<file path="src/core/omc_pkg.sv">
package omc_pkg;
  localparam int unsigned CLK_HZ          = 20_000_000;
  localparam int unsigned LW_TIME_MS      = 200;
  localparam int unsigned LW_CYCLES       = LW_TIME_MS * (CLK_HZ / 1000);
  localparam int unsigned RD_TIME_US      = 10;
  localparam int unsigned RD_CYCLES       = RD_TIME_US * (CLK_HZ / 1_000_000);
  localparam int unsigned TMR_W           = 23;
  localparam int unsigned AW              = 8;
  localparam int unsigned DW              = 16;

  localparam logic [7:0]  ADDR_MODE_CTRL  = 8'h00;
  localparam logic [7:0]  ADDR_HW_CTRL    = 8'h04;
  localparam logic [7:0]  ADDR_WD_TRIG    = 8'h08;
  localparam logic [7:0]  ADDR_STATUS     = 8'h0C;

  localparam int unsigned MODE_SEL_LSB    = 0;
  localparam int unsigned AUX_VSEL_LSB    = 3;
  localparam int unsigned AUX_EN_BIT      = 5;
  localparam int unsigned FCNT_SEL_BIT    = 0;
  localparam int unsigned FO_TEST_BIT     = 1;

  localparam logic [1:0]  MODE_CTRL_RST   = 2'h0;
  localparam logic [1:0]  AUX_VSEL_RST    = 2'h0;
  localparam logic        AUX_EN_RST      = 1'b0;
  localparam logic        FCNT_SEL_RST    = 1'b0;

  typedef enum logic [1:0] {
    OMC_SEL_NORMAL = 2'b00,
    OMC_SEL_SLEEP  = 2'b01,
    OMC_SEL_STOP   = 2'b10,
    OMC_SEL_SOFTRST = 2'b11
  } omc_sel_e;

  typedef enum logic [2:0] {
    OMC_INIT     = 3'b000,
    OMC_NORMAL   = 3'b001,
    OMC_STOP     = 3'b010,
    OMC_SLEEP    = 3'b011,
    OMC_RESTART  = 3'b100,
    OMC_FAILSAFE = 3'b101
  } omc_state_e;
endpackage : omc_pkg

</file>
<file path="src/core/omc_tmr_if.sv">
`timescale 1ns/1ps
interface omc_tmr_if;
  import omc_pkg::*;
  logic             load;
  logic [TMR_W-1:0] load_val;
  logic             run;
  logic             expired;
  modport ctl (output load, output load_val, output run, input expired);
  modport tmr (input load, input load_val, input run, output expired);
endinterface : omc_tmr_if

</file>
<file path="src/core/omc_top.sv">
// The placing of the registers and strobed register access are this design's own decisions.
`timescale 1ns/1ps
// Contract
// - host commands arrive as 16-bit frames
// - power-up and soft reset enter init
// - start in init; long window after release
// - stop mode keeps main regulator on
// - sleep mode turns buck off
// - wake, or watchdog failure in restart configs, enters restart, resets
// - restart leaves to normal after reset delay
// - thermal shutdown two enters fail-safe, buck off
// - development mode stops watchdog counter
// - grounded fail/test pin selects development mode
// - host writes mode select field
// - restart clears mode select field
// - io config pin latched until power-on reset
// - open pin: aux off, host sets, 5V supervision
// - grounded pin: aux 3.3V follows main
// - interrupt pin plus count bit give config
// - restart configs: fail output after 1st/2nd
// - pull interrupt pin low, sample at release
// - fail-safe configs: watchdog failure enters fail-safe; with the count bit clear the first failure enters restart
// - any command in init after release goes normal
module omc_top #(
  parameter int unsigned LONG_WINDOW_CYCLES = omc_pkg::LW_CYCLES
) (
  input  wire logic                 ref_clk_in,
  input  wire logic                 reset_in,
  input  wire logic [omc_pkg::AW-1:0] addr_in,
  input  wire logic [omc_pkg::DW-1:0] wdata_in,
  input  wire logic                 wr_in,
  input  wire logic                 rd_in,
  output logic      [omc_pkg::DW-1:0] rdata_out,
  input  wire logic                 io_supply_config_pin_in,
  input  wire logic                 fail_test_pin_in,
  input  wire logic                 interrupt_out_pin_in,
  output logic                      interrupt_out_pin_out,
  output logic                      interrupt_out_pin_oe_n_out,
  input  wire logic                 wake_event_in,
  input  wire logic                 thermal_shutdown_level_two_in,
  input  wire logic                 failure_cond_in,
  output logic                      reset_out_pin_n_out,
  output logic                      fail_output_pin_out,
  output logic                      main_supply_en_out,
  output logic                      aux_supply_en_out,
  output logic      [1:0]           aux_voltage_select_out,
  output logic                      aux_fixed_3v3_out,
  output logic                      supervision_3v3_out,
  output logic                      uv_flag_to_main_out,
  output logic                      watchdog_running_out,
  output logic                      dev_mode_out,
  output logic      [2:0]           mode_out
);
  import omc_pkg::*;

  omc_tmr_if rd_t ();
  omc_tmr_if wd_t ();

  omc_timer u_rd_timer (
    .ref_clk_in (ref_clk_in),
    .reset_in   (reset_in),
    .t          (rd_t)
  );
  omc_timer u_wd_timer (
    .ref_clk_in (ref_clk_in),
    .reset_in   (reset_in),
    .t          (wd_t)
  );

  omc_state_e      state_q;
  omc_state_e      state_d;
  logic            pwr_start_q;
  logic            rst_rel_q;
  logic            rst_rel_d;
  logic            rd_elapsed_q;
  logic            rd_elapsed_d;
  logic            cfg_done_q;
  logic            cfg1_q;
  logic            dev_q;
  logic            io_cfg_q;
  logic [1:0]      mode_sel_q;
  logic [1:0]      mode_sel_d;
  logic [1:0]      aux_vsel_q;
  logic            aux_en_q;
  logic            fcnt_sel_q;
  logic            fo_test_q;
  logic [1:0]      wd_fail_cnt_q;
  logic [1:0]      wd_fail_cnt_d;
  logic            fo_q;
  logic            fo_d;
  logic [DW-1:0]   rdata_q;
  logic [DW-1:0]   rdata_d;
  logic            int_oe_n_q;
  logic            main_en_q;
  logic            aux_en_out_q;
  logic [1:0]      aux_vsel_out_q;
  logic            wd_run_q;
  logic [2:0]      mode_out_q;
  logic            fo_pin_q;
  logic            aux_fix_q;

  // register decode
  wire             any_cmd      = wr_in || rd_in;
  wire             hit_mode     = addr_in == ADDR_MODE_CTRL;
  wire             hit_hw       = addr_in == ADDR_HW_CTRL;
  wire             hit_wd       = addr_in == ADDR_WD_TRIG;
  wire             hit_status   = addr_in == ADDR_STATUS;
  wire [1:0]       sel_wr       = wdata_in[MODE_SEL_LSB +: 2];
  wire             in_init      = state_q == OMC_INIT;
  wire             in_normal    = state_q == OMC_NORMAL;
  wire             in_stop      = state_q == OMC_STOP;
  // stop mode accepts only mode changes and triggers; sleep ignores all writes
  wire             cfg_wr_ok    = in_init || in_normal;
  wire             mode_wr      = wr_in && hit_mode && (cfg_wr_ok || in_stop);
  wire             hw_wr        = wr_in && hit_hw && cfg_wr_ok;
  wire             wd_trig      = wr_in && hit_wd && (cfg_wr_ok || in_stop);

  // watchdog
  wire             wd_active    = rst_rel_q && !dev_q &&
                                  (in_init || in_normal || in_stop);
  wire             wd_fail      = wd_t.expired && wd_active;
  wire             restart_type = cfg1_q;
  wire [1:0]       fo_need      = fcnt_sel_q ? 2'h1 : 2'h2;
  // second-failure fail-safe config still takes the first failure through restart
  wire             wd_to_restart = restart_type || (!fcnt_sel_q && wd_fail_cnt_q == 2'h0);

  // reset delay
  wire             rd_done      = rd_elapsed_q || rd_t.expired;
  wire             enter_delay  = pwr_start_q ||
                                  (state_d != state_q &&
                                   (state_d == OMC_INIT || state_d == OMC_RESTART));
  wire             rel_edge     = !rst_rel_q && rst_rel_d;

  // next state
  always_comb begin
    state_d = state_q;
    if (thermal_shutdown_level_two_in) begin
      state_d = OMC_FAILSAFE;
    end else if (wd_fail) begin
      state_d = wd_to_restart ? OMC_RESTART : OMC_FAILSAFE;
    end else begin
      unique case (state_q)
        OMC_INIT: begin
          if (rst_rel_q && any_cmd) state_d = OMC_NORMAL;
        end
        OMC_NORMAL: begin
          if (mode_wr) begin
            unique case (omc_sel_e'(sel_wr))
              OMC_SEL_SLEEP:   state_d = OMC_SLEEP;
              OMC_SEL_STOP:    state_d = OMC_STOP;
              OMC_SEL_SOFTRST: state_d = OMC_INIT;
              OMC_SEL_NORMAL:  state_d = OMC_NORMAL;
            endcase
          end
        end
        OMC_STOP: begin
          if (mode_wr) begin
            unique case (omc_sel_e'(sel_wr))
              OMC_SEL_SLEEP:   state_d = OMC_RESTART;
              OMC_SEL_STOP:    state_d = OMC_STOP;
              OMC_SEL_SOFTRST: state_d = OMC_INIT;
              OMC_SEL_NORMAL:  state_d = OMC_NORMAL;
            endcase
          end
        end
        OMC_SLEEP: begin
          if (wake_event_in) state_d = OMC_RESTART;
        end
        OMC_RESTART: begin
          if (rd_done && !failure_cond_in) state_d = OMC_NORMAL;
        end
        OMC_FAILSAFE: begin
          if (wake_event_in) state_d = OMC_RESTART;
        end
        default: state_d = OMC_INIT;
      endcase
    end
  end

  // reset output: low through init delay and all of restart
  always_comb begin
    rst_rel_d = rst_rel_q;
    if (enter_delay) begin
      rst_rel_d = 1'b0;
    end else if (state_q == OMC_INIT && rd_done) begin
      rst_rel_d = 1'b1;
    end else if (state_q == OMC_RESTART && state_d == OMC_NORMAL) begin
      rst_rel_d = 1'b1;
    end
  end

  assign rd_elapsed_d = enter_delay ? 1'b0 : rd_done;
  assign rd_t.load     = enter_delay;
  assign rd_t.load_val = TMR_W'(RD_CYCLES);
  assign rd_t.run      = 1'b1;

  // long open window restarts on release and on every trigger
  assign wd_t.load     = rel_edge || wd_trig;
  assign wd_t.load_val = TMR_W'(LONG_WINDOW_CYCLES);
  assign wd_t.run      = wd_active;

  assign mode_sel_d = (state_d == OMC_RESTART || state_d == OMC_INIT) ? MODE_CTRL_RST
                    : mode_wr ? sel_wr : mode_sel_q;
  assign wd_fail_cnt_d = (wd_fail && wd_fail_cnt_q != 2'h3) ? wd_fail_cnt_q + 2'h1
                       : wd_fail_cnt_q;
  assign fo_d = fo_q || (wd_fail && wd_fail_cnt_d >= fo_need);

  // status word
  wire [DW-1:0] status_w = {6'h00, wd_fail_cnt_q, fo_q, io_cfg_q, dev_q,
                            fcnt_sel_q, cfg1_q, 3'(state_q)};
  wire [DW-1:0] mode_w   = {10'h000, aux_en_q, aux_vsel_q, 1'b0, mode_sel_q};
  wire [DW-1:0] hw_w     = {14'h0000, fo_test_q, fcnt_sel_q};
  assign rdata_d = !rd_in    ? '0
                 : hit_mode   ? mode_w
                 : hit_hw     ? hw_w
                 : hit_status ? status_w
                 : '0;

  // supply steering
  wire main_en_d = !(state_d == OMC_SLEEP || state_d == OMC_FAILSAFE);
  wire aux_en_d  = io_cfg_q ? aux_en_q : main_en_d;

  always_ff @(posedge ref_clk_in or posedge reset_in) begin
    if (reset_in) begin
      state_q      <= OMC_INIT;
      pwr_start_q  <= 1'b1;
      rst_rel_q    <= 1'b0;
      rd_elapsed_q <= 1'b0;
      mode_sel_q   <= MODE_CTRL_RST;
      wd_fail_cnt_q <= 2'h0;
      fo_q         <= 1'b0;
      rdata_q      <= '0;
    end else begin
      state_q      <= state_d;
      pwr_start_q  <= 1'b0;
      rst_rel_q    <= rst_rel_d;
      rd_elapsed_q <= rd_elapsed_d;
      mode_sel_q   <= mode_sel_d;
      wd_fail_cnt_q <= wd_fail_cnt_d;
      fo_q         <= fo_d;
      rdata_q      <= rdata_d;
    end
  end

  // straps: io config caught by the first clock after reset, the other two at the first release; never by the async reset itself
  always_ff @(posedge ref_clk_in or posedge reset_in) begin
    if (reset_in) begin
      cfg_done_q <= 1'b0;
      cfg1_q     <= 1'b0;
      dev_q      <= 1'b0;
      io_cfg_q   <= 1'b1;
    end else begin
      if (pwr_start_q) io_cfg_q <= io_supply_config_pin_in;
      if (rel_edge && !cfg_done_q) begin
        cfg_done_q <= 1'b1;
        cfg1_q     <= interrupt_out_pin_in;
        dev_q      <= !fail_test_pin_in;
      end
    end
  end

  always_ff @(posedge ref_clk_in or posedge reset_in) begin
    if (reset_in) begin
      aux_vsel_q <= AUX_VSEL_RST;
      aux_en_q   <= AUX_EN_RST;
      fcnt_sel_q <= FCNT_SEL_RST;
      fo_test_q  <= 1'b0;
    end else begin
      if (mode_wr && cfg_wr_ok) begin
        aux_vsel_q <= wdata_in[AUX_VSEL_LSB +: 2];
        aux_en_q   <= wdata_in[AUX_EN_BIT];
      end
      if (hw_wr) begin
        fcnt_sel_q <= wdata_in[FCNT_SEL_BIT];
        fo_test_q  <= wdata_in[FO_TEST_BIT];
      end
      if (!in_normal) fo_test_q <= 1'b0;
    end
  end

  // output flops; mode and main supply enable load from state_d, so they track state_q without lag
  always_ff @(posedge ref_clk_in or posedge reset_in) begin
    if (reset_in) begin
      int_oe_n_q     <= 1'b0;
      main_en_q      <= 1'b1;
      aux_en_out_q   <= 1'b0;
      aux_vsel_out_q <= 2'h0;
      wd_run_q       <= 1'b0;
      mode_out_q     <= 3'h0;
      fo_pin_q       <= 1'b0;
      aux_fix_q      <= 1'b0;
    end else begin
      int_oe_n_q     <= cfg_done_q || rel_edge;
      main_en_q      <= main_en_d;
      aux_en_out_q   <= aux_en_d;
      aux_vsel_out_q <= io_cfg_q ? aux_vsel_q : 2'h0;
      wd_run_q       <= wd_t.run;
      mode_out_q     <= 3'(state_d);
      // registered so the pin never glitches when latch and test bit change together
      fo_pin_q       <= fo_q || fo_test_q;
      aux_fix_q      <= !io_cfg_q;
    end
  end

  assign rdata_out                  = rdata_q;
  assign interrupt_out_pin_out      = 1'b0;
  assign interrupt_out_pin_oe_n_out = int_oe_n_q;
  assign reset_out_pin_n_out        = rst_rel_q;
  assign fail_output_pin_out        = fo_pin_q;
  assign main_supply_en_out         = main_en_q;
  assign aux_supply_en_out          = aux_en_out_q;
  assign aux_voltage_select_out     = aux_vsel_out_q;
  assign aux_fixed_3v3_out          = aux_fix_q;
  assign supervision_3v3_out        = aux_fix_q;
  assign uv_flag_to_main_out        = aux_fix_q;
  assign watchdog_running_out       = wd_run_q;
  assign dev_mode_out               = dev_q;
  assign mode_out                   = mode_out_q;
endmodule : omc_top

</file>
<file path="src/core/omc_timer.sv">
`timescale 1ns/1ps
module omc_timer (
  input  wire logic ref_clk_in,
  input  wire logic reset_in,
  omc_tmr_if.tmr    t
);
  import omc_pkg::*;
  logic [TMR_W-1:0] count_q;
  logic [TMR_W-1:0] count_d;
  // expiry is one pulse; the counter then parks at zero until reloaded
  assign t.expired = t.run && (count_q == TMR_W'(1));
  assign count_d   = t.load ? t.load_val
                   : (t.run && count_q != '0) ? count_q - TMR_W'(1) : count_q;
  always_ff @(posedge ref_clk_in or posedge reset_in) begin
    if (reset_in) count_q <= '0;
    else          count_q <= count_d;
  end
endmodule : omc_timer

</file>
<file path="config.mk">
export PLATFORM = sky130hd
export DESIGN_NAME = omc_top
export DESIGN_NICKNAME = d
export VERILOG_FILES = /design/src/core/omc_pkg.sv /design/src/core/omc_tmr_if.sv /design/src/core/omc_top.sv /design/src/core/omc_timer.sv
export SDC_FILE = /design/constraint.sdc
export NUM_CORES = 1
export LEC_CHECK = 0
export ABC_AREA = 0
export BUFFER_PORTS_ARGS = -buffer_cell sky130_fd_sc_hd__buf_2
export CORE_AREA = 2 2 94 96
export CTS_CLUSTER_SIZE = 30
export DETAILED_ROUTE_END_ITERATION = 10
export DIE_AREA = 0 0 96 98
export PLACE_DENSITY_LB_ADDON = 0.25
export SLEW_MARGIN = 20
export SYNTH_ARGS = -nofsm -noshare
export SYNTH_HDL_FRONTEND = slang
export SYNTH_SLANG_ARGS = --single-unit
</file>
<file path="constraint.sdc">
create_clock -name ref_clk_in -period 4.2 [get_ports ref_clk_in]
set_input_delay 0 -clock ref_clk_in [delete_from_list [all_inputs] [get_ports ref_clk_in]]
set_output_delay 0 -clock ref_clk_in [all_outputs]
set_load 0.05 [all_outputs]
</file>
==> results by stage, run 1 <==
Power and ir drop:
- The internal power of the cells is between 0.001 and 0.0015 W.
- Of the total power, registers draw 0.484.
- The net switching power of the design is around 0.0005 W.
- Power spread over the standard cell area amounts to 355 nW/um^2.
- IR analysis of the VDD net gives a maximum drop of around 0.00017 V.
- Of the total power, the clock network draws 0.370.
- In this run the static leakage power is approximately 2.2 nW.
- Of the total power, the share spent switching nets is 0.272.
- The portion of total power attributed to combinational logic is 0.146.

Drt:
- The number of routed nets with antenna violations is 0.
- The number of remaining DRC errors is 0.
- The final wirelength is 8950 microns.
- Across all layers, the routed design uses around 3,300 vias.
- After detailed routing, the number of vias per cell comes to about 5.4.
- The pre-antenna-repair detailed-routing pass consisted of 4 iterations.
- The number of design-rule violations left by the first detailed-router iteration is 147.
- Dividing the detail-routed wire length by the instance count gives 14.6 microns.

STA:
- The actual transition at the worst max-transition pin is approximately 0.65 ns.
- The final number of setup-violating endpoints is 0.
- Timing would allow up to 0.368 GHz.
- The number of slew-limit violations in the final report was 0.
- The number of failing hold endpoints at the final stage is 0.
- The clock skew after layout is 0.0117 ns.
- Setup repair after global routing left no endpoint under its margin.
- The hold slack is 0.0117 ns.
- The worst relative slew slack is 0.569.
- The worst path in the final design needs a cycle of 2.72 ns, including I/O delays and setup.
- The final worst-path setup slack is 1.48 ns.
- Dividing the final minimum period by the clock period gives 0.648.
- After routing, the total negative slack on setup checks comes to 0 ns.

Clock network:
- After clock tree synthesis, the repair step resized 0 gates.
- The clock net in this run drives a total of 84 sinks.
- The CTS clock-pin slew for the worst setup and hold paths is around 0.08 ns.
- The TritonCTS buffer count is 9.
- The root buffer cell chosen for the clock tree is clkbuf_8.
- In this run, post-CTS hold repair placed 11 buffers.
- The CTS tree is done.
- The later-pin clock latency in the skew report is 0.35 ns.
- The H-tree was split into 3 levels.
- The total setup buffers inserted after CTS is 0.
- The largest buffer count on any clock path is 2.

Synth:
- The number of enable-type register cells in the synthesized netlist is 0.
- The predominant post-synthesis flop cell is dfrtp_1.
- The post-synthesis compound-gate area fraction is 0.0857.
- Synthesis instantiated 62 different standard cells from the library.
- In this run, synthesis produced a sequential element count of 84.
- The dominant combinational cell family by area after synthesis is simple AND/OR/NAND/NOR gates.
- Averaged over all synthesized cells, the footprint is 10.1 sq um.
- Synthesis handed over a netlist of ~440 instances.
- For this run, asynchronously set or reset flops after synthesis account for 1.00.
- Yosys printed 0 warnings.
- Of the total synthesized cell area, the portion taken by full adders, half adders and majority gates is 0.0336.
- The cell area after technology mapping is 4470 sq um.
- The portion of netlist area occupied by mux cells is 0.0174.
- Of the synthesized area, sequential elements account for 0.471.
- Of the total synthesized cell area, the portion taken by XOR and XNOR cells is 0.0803.
- Of the total synthesized cell area, the portion taken by AND, OR, NAND and NOR gates is 0.267.

Placed design:
- In this run, placement finished with an instance count of 589.
- OpenSTA, run right after detailed placement, puts the worst setup slack at 1.50 ns.
- At the end of routability-driven placement, the weighted congestion stood at 0.828.
- The placed cell area is 4750 sq um.
- The detailed placement HPWL is 6310 microns.
- The number of buffers added on ports is between 40 and 50.

Setup path:
- The endpoint identified for the worst register-to-register timing path is u_rd_timer.count_q[3]$_DFFE_PP0P_.
- The critical path class is reg -> reg.
- For the worst setup path, the data arrival time is 3.01 ns.
- The critical path startpoint is mode_out[1]$_DFF_PP0_.
- The kind of start point of the critical path is a flop.
- The number of cells on the worst reg-to-reg path is 8.
- Traced cell by cell, the critical path runs through a21oi_2 > nand4_1 > o31ai_4 > a31oi_2 > or2_1 > o31ai_4 > buf_4 > or3b_1.
- The peak per-stage delay on the critical path is 0.54 ns.
- In this run the worst setup path terminates at u_rd_timer.count_q[3]$_DFFE_PP0P_.
- STA classifies the critical path endpoint as a flop.
- Setup slack on the worst reg-to-reg path comes out at around 1.5 ns.
- Among the stages of the critical path, the cell type that occurs most often is o31ai_4.
- The beginning of the worst register-to-register path is mode_out[1]$_DFF_PP0_.
- The master of the slowest instance on the critical path is dfrtp_1.
- Along the worst path, the maximum fanout reaches 24.
- The data required time at the worst endpoint is 4.49 ns.

Die:
- The floorplan die area is between 9000 and 10,000 sq um.
- The floorplan step defined a core boundary enclosing around 8500 sq um.
- The initial utilization of the core area, before any placement, comes to 0.528.
- The die boundary height is 98 microns.
- The count of boundary I/O pins is 66.
- The number of standard-cell rows in the floorplan is 34.
- The width of the die is about 96 microns.

Worst hold path:
- Along the worst hold path, the cell count comes to 3.
- The type of the worst min-delay path is in -> reg.

Job:
- The number of maximum-capacitance violations is 0.

GRT:
- The initial antenna violation count was 0.
- The total overflow left after global routing is 0.
- For this run, the total global-route usage over all layers was measured as 0.207.
- The wire length of the first global-routing pass is 15,200 microns.
- The maximum number of pins on one net before global-route repair is 53.
- The number of global-route vias before repair is 3,329.

Layout:
- From synthesis to final layout, the design area changed by 13.9%.
- The finished cells cover 5090 sq um.
- The number of nets in the layout is 549.
- In the final layout, the share of cells above drive strength 1 is 0.221.
- Once layout is complete, the cells apart from fillers number around 610.
- The repair_antennas step left the layout with diodes totalling 0.

Status:
- The flow ran to the end, and the final reports show no timing, DRC or antenna violations.
routing by layer:
layer	vias up	GRT usage	share of wire
li1	1624	-	-
met1	1622	0.267	0.45
met2	69	0.343	0.49
met3	16	0.0340	0.041
met4	0	0.0802	0.020
met5	-	0	0
state kept, by name (all words and copies together), names as in the netlist, 2 cells and up:
signal and flops:
aux_voltage_select_out 2, u_wd_timer.count_q 23, mode_sel_q 2, rdata_out 10, aux_vsel_q 2, u_rd_timer.count_q 23, wd_fail_cnt_q 2, mode_out 3
power groups by stage:
stage,sequential (W),clock [W],combinational [W]
4_1_cts,0.000875,0.000688,0.000265
3_3_place_gp,0.000888,0,0.000250
5_1_grt,0.000880,0.000723,0.000294
6_report,0.000875,0.000669,0.000264
2_1_floorplan,0.000908,0,0.000187
3_5_place_dp,0.000890,0,0.000255
how the worst min path moves through the flow:
stage                                                    end                          start  slack (ns)
after floorplan                         io_cfg_q$_DFFE_PP1P_        io_supply_config_pin_in        0.11
after global placement     u_wd_timer.count_q[8]$_DFFE_PP0P_                       reset_in        0.07
after detailed placement  u_wd_timer.count_q[17]$_DFFE_PP0P_                       reset_in        0.08
after CTS                              mode_out[0]$_DFF_PP0_  thermal_shutdown_level_two_in       0.003
after global routing                   mode_out[0]$_DFF_PP0_  thermal_shutdown_level_two_in        0.04
final                                  mode_out[0]$_DFF_PP0_  thermal_shutdown_level_two_in        0.01
cell usage in the layout, fill, tap and decap left out, types with 3 or more instances in the layout:
master	n
o21ai_0	8
and2_1	10
buf_2	47
bufinv_16	3
xnor2_1	27
a21oi_1	11
nor3_1	22
and3_1	5
clkbuf_8	9
a211oi_1	3
nand3_1	11
nor2_1	44
nand4_1	4
dfrtp_1	81
nand2b_1	14
dlygate4sd3_1	11
nor4_2	4
xor2_1	14
nor2_2	19
nand2_1	37
inv_1	18
nor4_1	10
nor2b_1	3
nand3b_1	3
ha_1	12
conb_1	8
mux2_2	5
dfstp_2	3
a31oi_1	5
nor4_4	3
or3_1	9
synthesized netlist by cell type, types with 10 or more instances:
library cell	n	area, sq um
nor2_1	44	165
nand2_1	37	139
inv_1	19	71.3
nor3_1	22	110
xnor2_1	27	236
nand3_1	11	55.1
ha_1	12	150
dfrtp_1	81	2030
xor2_1	14	123
a21oi_1	11	55.1
nor4_1	10	62.6
nand2b_1	14	87.6
nor2_2	19	119
and2_1	10	62.6
buf_4	10	75.1
area by class of cell:
class	instances	area [sq um]
inverters	19	72.6
flip-flops and latches	84	2110
repair buffers	60	360
multi-input cells	329	2190
fillers	714	3370
clock buffers	9	124
clock inverters	5	103
well taps	108	135
through the flow:
stage	util	total power [W]
3_5_place_dp	0.562	0.00115
4_1_cts	0.601	0.00183
2_1_floorplan	-	0.00109
5_1_grt	0.601	0.00190
6_report	0.601	0.00181
3_3_place_gp	0.562	0.00114
worst max-delay path, delay by kind of cell (launching register included):
family | cells | cell delay, ns
DFF | 1 | 0.54
AOI/OAI and AO/OA | 4 | 1.03
buffers and inverters | 1 | 0.36
and+or+nand+nor | 3 | 0.72
cell families after synthesis:
logic type	after synthesis
muxes	7
AOI/OAI and AO/OA	50
xor gates and xnor gates	41
and+or+nand+nor	211
buffers and inverters	38
DFF	84
other	1
adders and majority gates	12
Power figures use the tool's default switching activity.
==> inputs of run 2 (changes only) <==
Settings changed: ABC_AREA 0 to 1, CORE_AREA 2 2 94 96 to 2 2 96 98, DIE_AREA 0 0 96 98 to 0 0 98 100.
Clock period 4.2 ns to 2.6 ns, I/O delays scaled along.
==> run 2 against run 1 <==
Compared with the run above: via count grew 9.9%; largest cell class unchanged; sequential share of layout area shrank 2.1 points; global-route usage shrank 0.36 points; total power grew 90%; sequential power grew 86%; wire length grew 4.3%; non-clock buffer count grew 4; highest routed layer unchanged; utilization grew 0.20 points; fmax grew 18%.
==> results by stage, run 2 <==
Die:
- The initial cell density of the core is 0.527.
- The count of boundary I/O pins is 66.
- The die covers approximately 9800 sq um.
- The number of standard-cell rows in the floorplan is 35.
- The die boundary height is 100 microns.
- In this run the horizontal extent of the chip is 98 microns.
- The area of the placeable core is ~8900 sq um.

Drt:
- The detailed router finished its first iteration with about 160 violations.
- The via count normalized by instance count is approximately 5.0.
- For this run, design rule violations remaining after detail routing come to 0.
- The routed wire length per instance is approximately 13 microns.
- For this block, the via count after detailed routing is 3,660.
- The final wirelength is slightly above 9000 microns.
- The number of routed nets with antenna violations is 0.
- The pre-antenna-repair detailed-routing pass consisted of 5 iterations.

Clock network:
- The largest buffer count on any clock path is 2.
- CTS saw 84 sinks.
- The clock root buffer is clkbuf_8.
- Clock tree synthesis inserted a total of 9 buffers.
- After clock tree synthesis, the clock-pin slew on the worst setup and hold paths is 0.08 ns.
- The number of resized instances in the post-cts repair step is 0.
- The quantity of hold-fixing buffers added after cts is 11.
- The later-pin clock latency in the skew report is 0.35 ns.
- After clock tree synthesis, the setup repair step added 0 buffers.
- The number of H-tree levels is 3.
- The CTS tree is done.

Worst hold path:
- The number of stages on the worst hold path is 5.
- The worst hold path belongs to the class in -> reg.

Synth:
- Sorting the synthesized cells by area gives the leading types as dfrtp_1 (43%), inv_1 (6.8%), nand2_1 (6.7%), nor2_1 (6.1%), nor2_4 (4.3%).
- The simple-gate share of the synthesized area is 0.301.
- The post-synthesis compound-gate area fraction is 0.0600.
- The dominant combinational cell family by area after synthesis is simple AND/OR/NAND/NOR gates.
- The number of enable-type register cells in the synthesized netlist is 0.
- For this run, the register share of the synthesized area comes to 0.449.
- Among all flip-flop cells after synthesis, the most frequent one is dfrtp_1.
- The xor-xnor portion of the synthesized cell area is 0.0579.
- The portion of netlist area occupied by mux cells is 0.00480.
- For this run, the number of Yosys warnings is 0.
- The adder-cell share of the synthesized area is 0.0320.
- Dividing the synthesized area by the synthesized cell count gives roughly 8.5 sq um.
- The share of the synthesized area in the top cell type is 0.432.
- Counting flops and latches in the post-synthesis netlist gives 84.
- Of all flip-flops after synthesis, the portion carrying an async set or reset was 1.00.
- The most used standard cell by instance count after synthesis is inv_1.
- The synthesized design spends more area on one cell type than any other, namely dfrtp_1.
- The cell area after technology mapping is 4690 sq um.
- The number of cells produced by synthesis is around 550.
- After synthesis, the most frequently instantiated cells are inv_1 (85), nand2_1 (84), dfrtp_1 (81).
- The count of different cell masters after synthesis is 43.

GRT:
- The global routing met3 resource utilization is 0.0348.
- Entering global routing, the biggest net connects 48 pins.
- In the global route stage, met2 resource usage came out at 0.315.
- met2 is the most crowded layer.
- The leftover overflow at the end of global routing is 0.
- In the global route stage, overall resource usage came out at 0.203.
- The first global-routing pass estimated 16,000 microns of wire.
- In the global route stage, met1 resource usage came out at 0.291.
- The initial antenna violation count was 0.
- The number of global-route vias before repair was 3,498.

STA:
- The number of slew-limit violations in the final report came to 0.
- After routing, the total negative slack on setup checks comes to 0 ns.
- The final number of setup-violating endpoints is 0.
- Measured against its own limit, the worst slew margin works out to 0.451.
- The period utilization is 0.883.
- The worst path in the final design needs a cycle of 2.30 ns, including I/O delays and setup.
- For this run, the top clock speed supported by timing is 0.435 GHz.
- Clock skew on the completed layout was measured at 0.0108 ns.
- At the pin with the least slew margin, the transition time is 0.823 ns.
- The number of failing hold endpoints at the final stage is 0.
- Setup repair after global routing left no endpoint under its margin.

Power and ir drop:
- Of the total power, the clock network draws 0.274.
- In this run the static leakage power is roughly 2.6 nW.
- The portion of total power attributed to combinational logic is 0.252.
- Of the total power, registers draw 0.474.
- Across the VDD grid, the largest voltage drop is 0.000417 V.
- For this design the ratio of total power to cell area is 639 nW/um^2.
- The internal power of the cells is 0.00227 W.
- The net switching power of the design is 0.00116 W.
- Of the total power, the share spent switching nets is 0.339.

Setup path:
- The arrival time of the worst setup path is approximately 2.5 ns.
- The endpoint type of the worst setup path is a flop.
- The critical path class is reg -> reg.
- The number of cells on the worst reg-to-reg path is 14.
- The kind of start point of the critical path is a flop.
- The worst-path maximum fanout is 10.
- The data required time at the worst endpoint is 2.83 ns.

Placed design:
- Input and output buffers added on the ports amount to 47.
- The placed instances occupy a cell area of between 5000 and 6000 sq um.
- The routability-driven placement congestion ratio is 0.931.
- The detailed placement HPWL is between 6000 and 7000 microns.

Layout:
- The repair_antennas step left the layout with diodes totalling 0.
- For this run, the post-layout net count is ~670.
- In the final layout, flip-flops and latches occupy 2110 sq um.
- The finished cells cover 5360 sq um.
- Fill cells in the final layout number slightly below 800.
- Relative to the synthesized area, the layout overhead comes to 14.4%.
- In the final layout, the share of cells above drive strength 1 is 0.209.
- The library cells used most frequently in the layout, excluding fill and tap cells, are nand2_1 (84), inv_1 (84), dfrtp_1 (81).
- The total area of multi-input combinational cells is 2170 sq um.

Status:
- The run finished with clean final reports.

Job:
- Across the run, the number of max-cap violations was 0.
run 2: critical path: stages (launching register included):
cell and delay [ns]:
dfrtp_1 0.43, nor2_1 0.16, nand3_1 0.09, nor2_1 0.24, nand2_2 0.12, nor2_4 0.14
nor2_4 0.06, nand2_1 0.09, inv_2 0.08, nor2_8 0.14, nand2_4 0.08, nand2_2 0.19
inv_1 0.16, nand3b_1 0.13, o31ai_2 0.07
run 2: layout make-up:
class / instances / share of cell area
clock inverters: 4 / 0.00933
clock buffers: 12 / 0.0271
repair buffers: 64 / 0.0774
inverters: 91 / 0.0639
well taps: 111 / 0.0259
multi-input cells: 372 / 0.404
flip-flops and latches: 84 / 0.393
run 2: logic make-up after synthesis:
| family | after synthesis |
|---|---|
| adders and majority gates | 12 |
| xor gates and xnor gates | 31 |
| AOI/OAI and AO/OA | 45 |
| buffers and inverters | 104 |
| and+or+nand+nor | 274 |
| other | 1 |
| muxes | 2 |
| DFF | 84 |
run 2: power by group through the flow:
stage | Clock [W] | Combinational, W | Sequential, W
6_report | 0.000940 | 0.000863 | 0.00163
5_1_grt | 0.00101 | 0.000975 | 0.00165
4_1_cts | 0.000962 | 0.000870 | 0.00163
3_5_place_dp | 0 | 0.000851 | 0.00165
3_3_place_gp | 0 | 0.000836 | 0.00165
2_1_floorplan | 0 | 0.000675 | 0.00167
run 2: through the flow:
stage | hold slack (ns) | std cells | power (W) | utilization | setup WS [ns]
6_report | 0.0402 | 738 | 0.00343 | 0.603 | 0.303
5_1_grt | 0.0457 | 738 | 0.00364 | 0.603 | 0.112
4_1_cts | 0.0153 | 738 | 0.00346 | 0.603 | 0.308
3_5_place_dp | 0.194 | 711 | 0.00250 | 0.569 | 0.343
3_3_place_gp | 0.185 | 711 | 0.00248 | 0.569 | 0.390
2_1_floorplan | 0.104 | 560 | 0.00234 | - | 0.417
run 2: worst paths after layout:
path	slack, ns	start	endpoint
worst max-delay path	0.30	u_wd_timer.count_q[11]$_DFFE_PP0P_	u_rd_timer.count_q[1]$_DFFE_PP0P_
worst min-delay path	0.04	failure_cond_in	mode_out[2]$_DFF_PP0_
max in group asynchronous	1.53	reset_in	pwr_start_q$_DFF_PP1_
worst min register to register	0.47	aux_vsel_q[1]$_DFFE_PP0P_	aux_voltage_select_out[1]$_DFF_PP0_
min in group asynchronous	0.33	reset_in	u_rd_timer.count_q[12]$_DFFE_PP0P_
worst max register to register	0.30	u_wd_timer.count_q[11]$_DFFE_PP0P_	u_rd_timer.count_q[1]$_DFFE_PP0P_
run 2: layer usage:
layer  up-vias  routed length (microns)
met1      1691                     4540
li1       1865                        -
met5         -                        0
met2        92                     4270
met4         0                      148
met3        12                      381
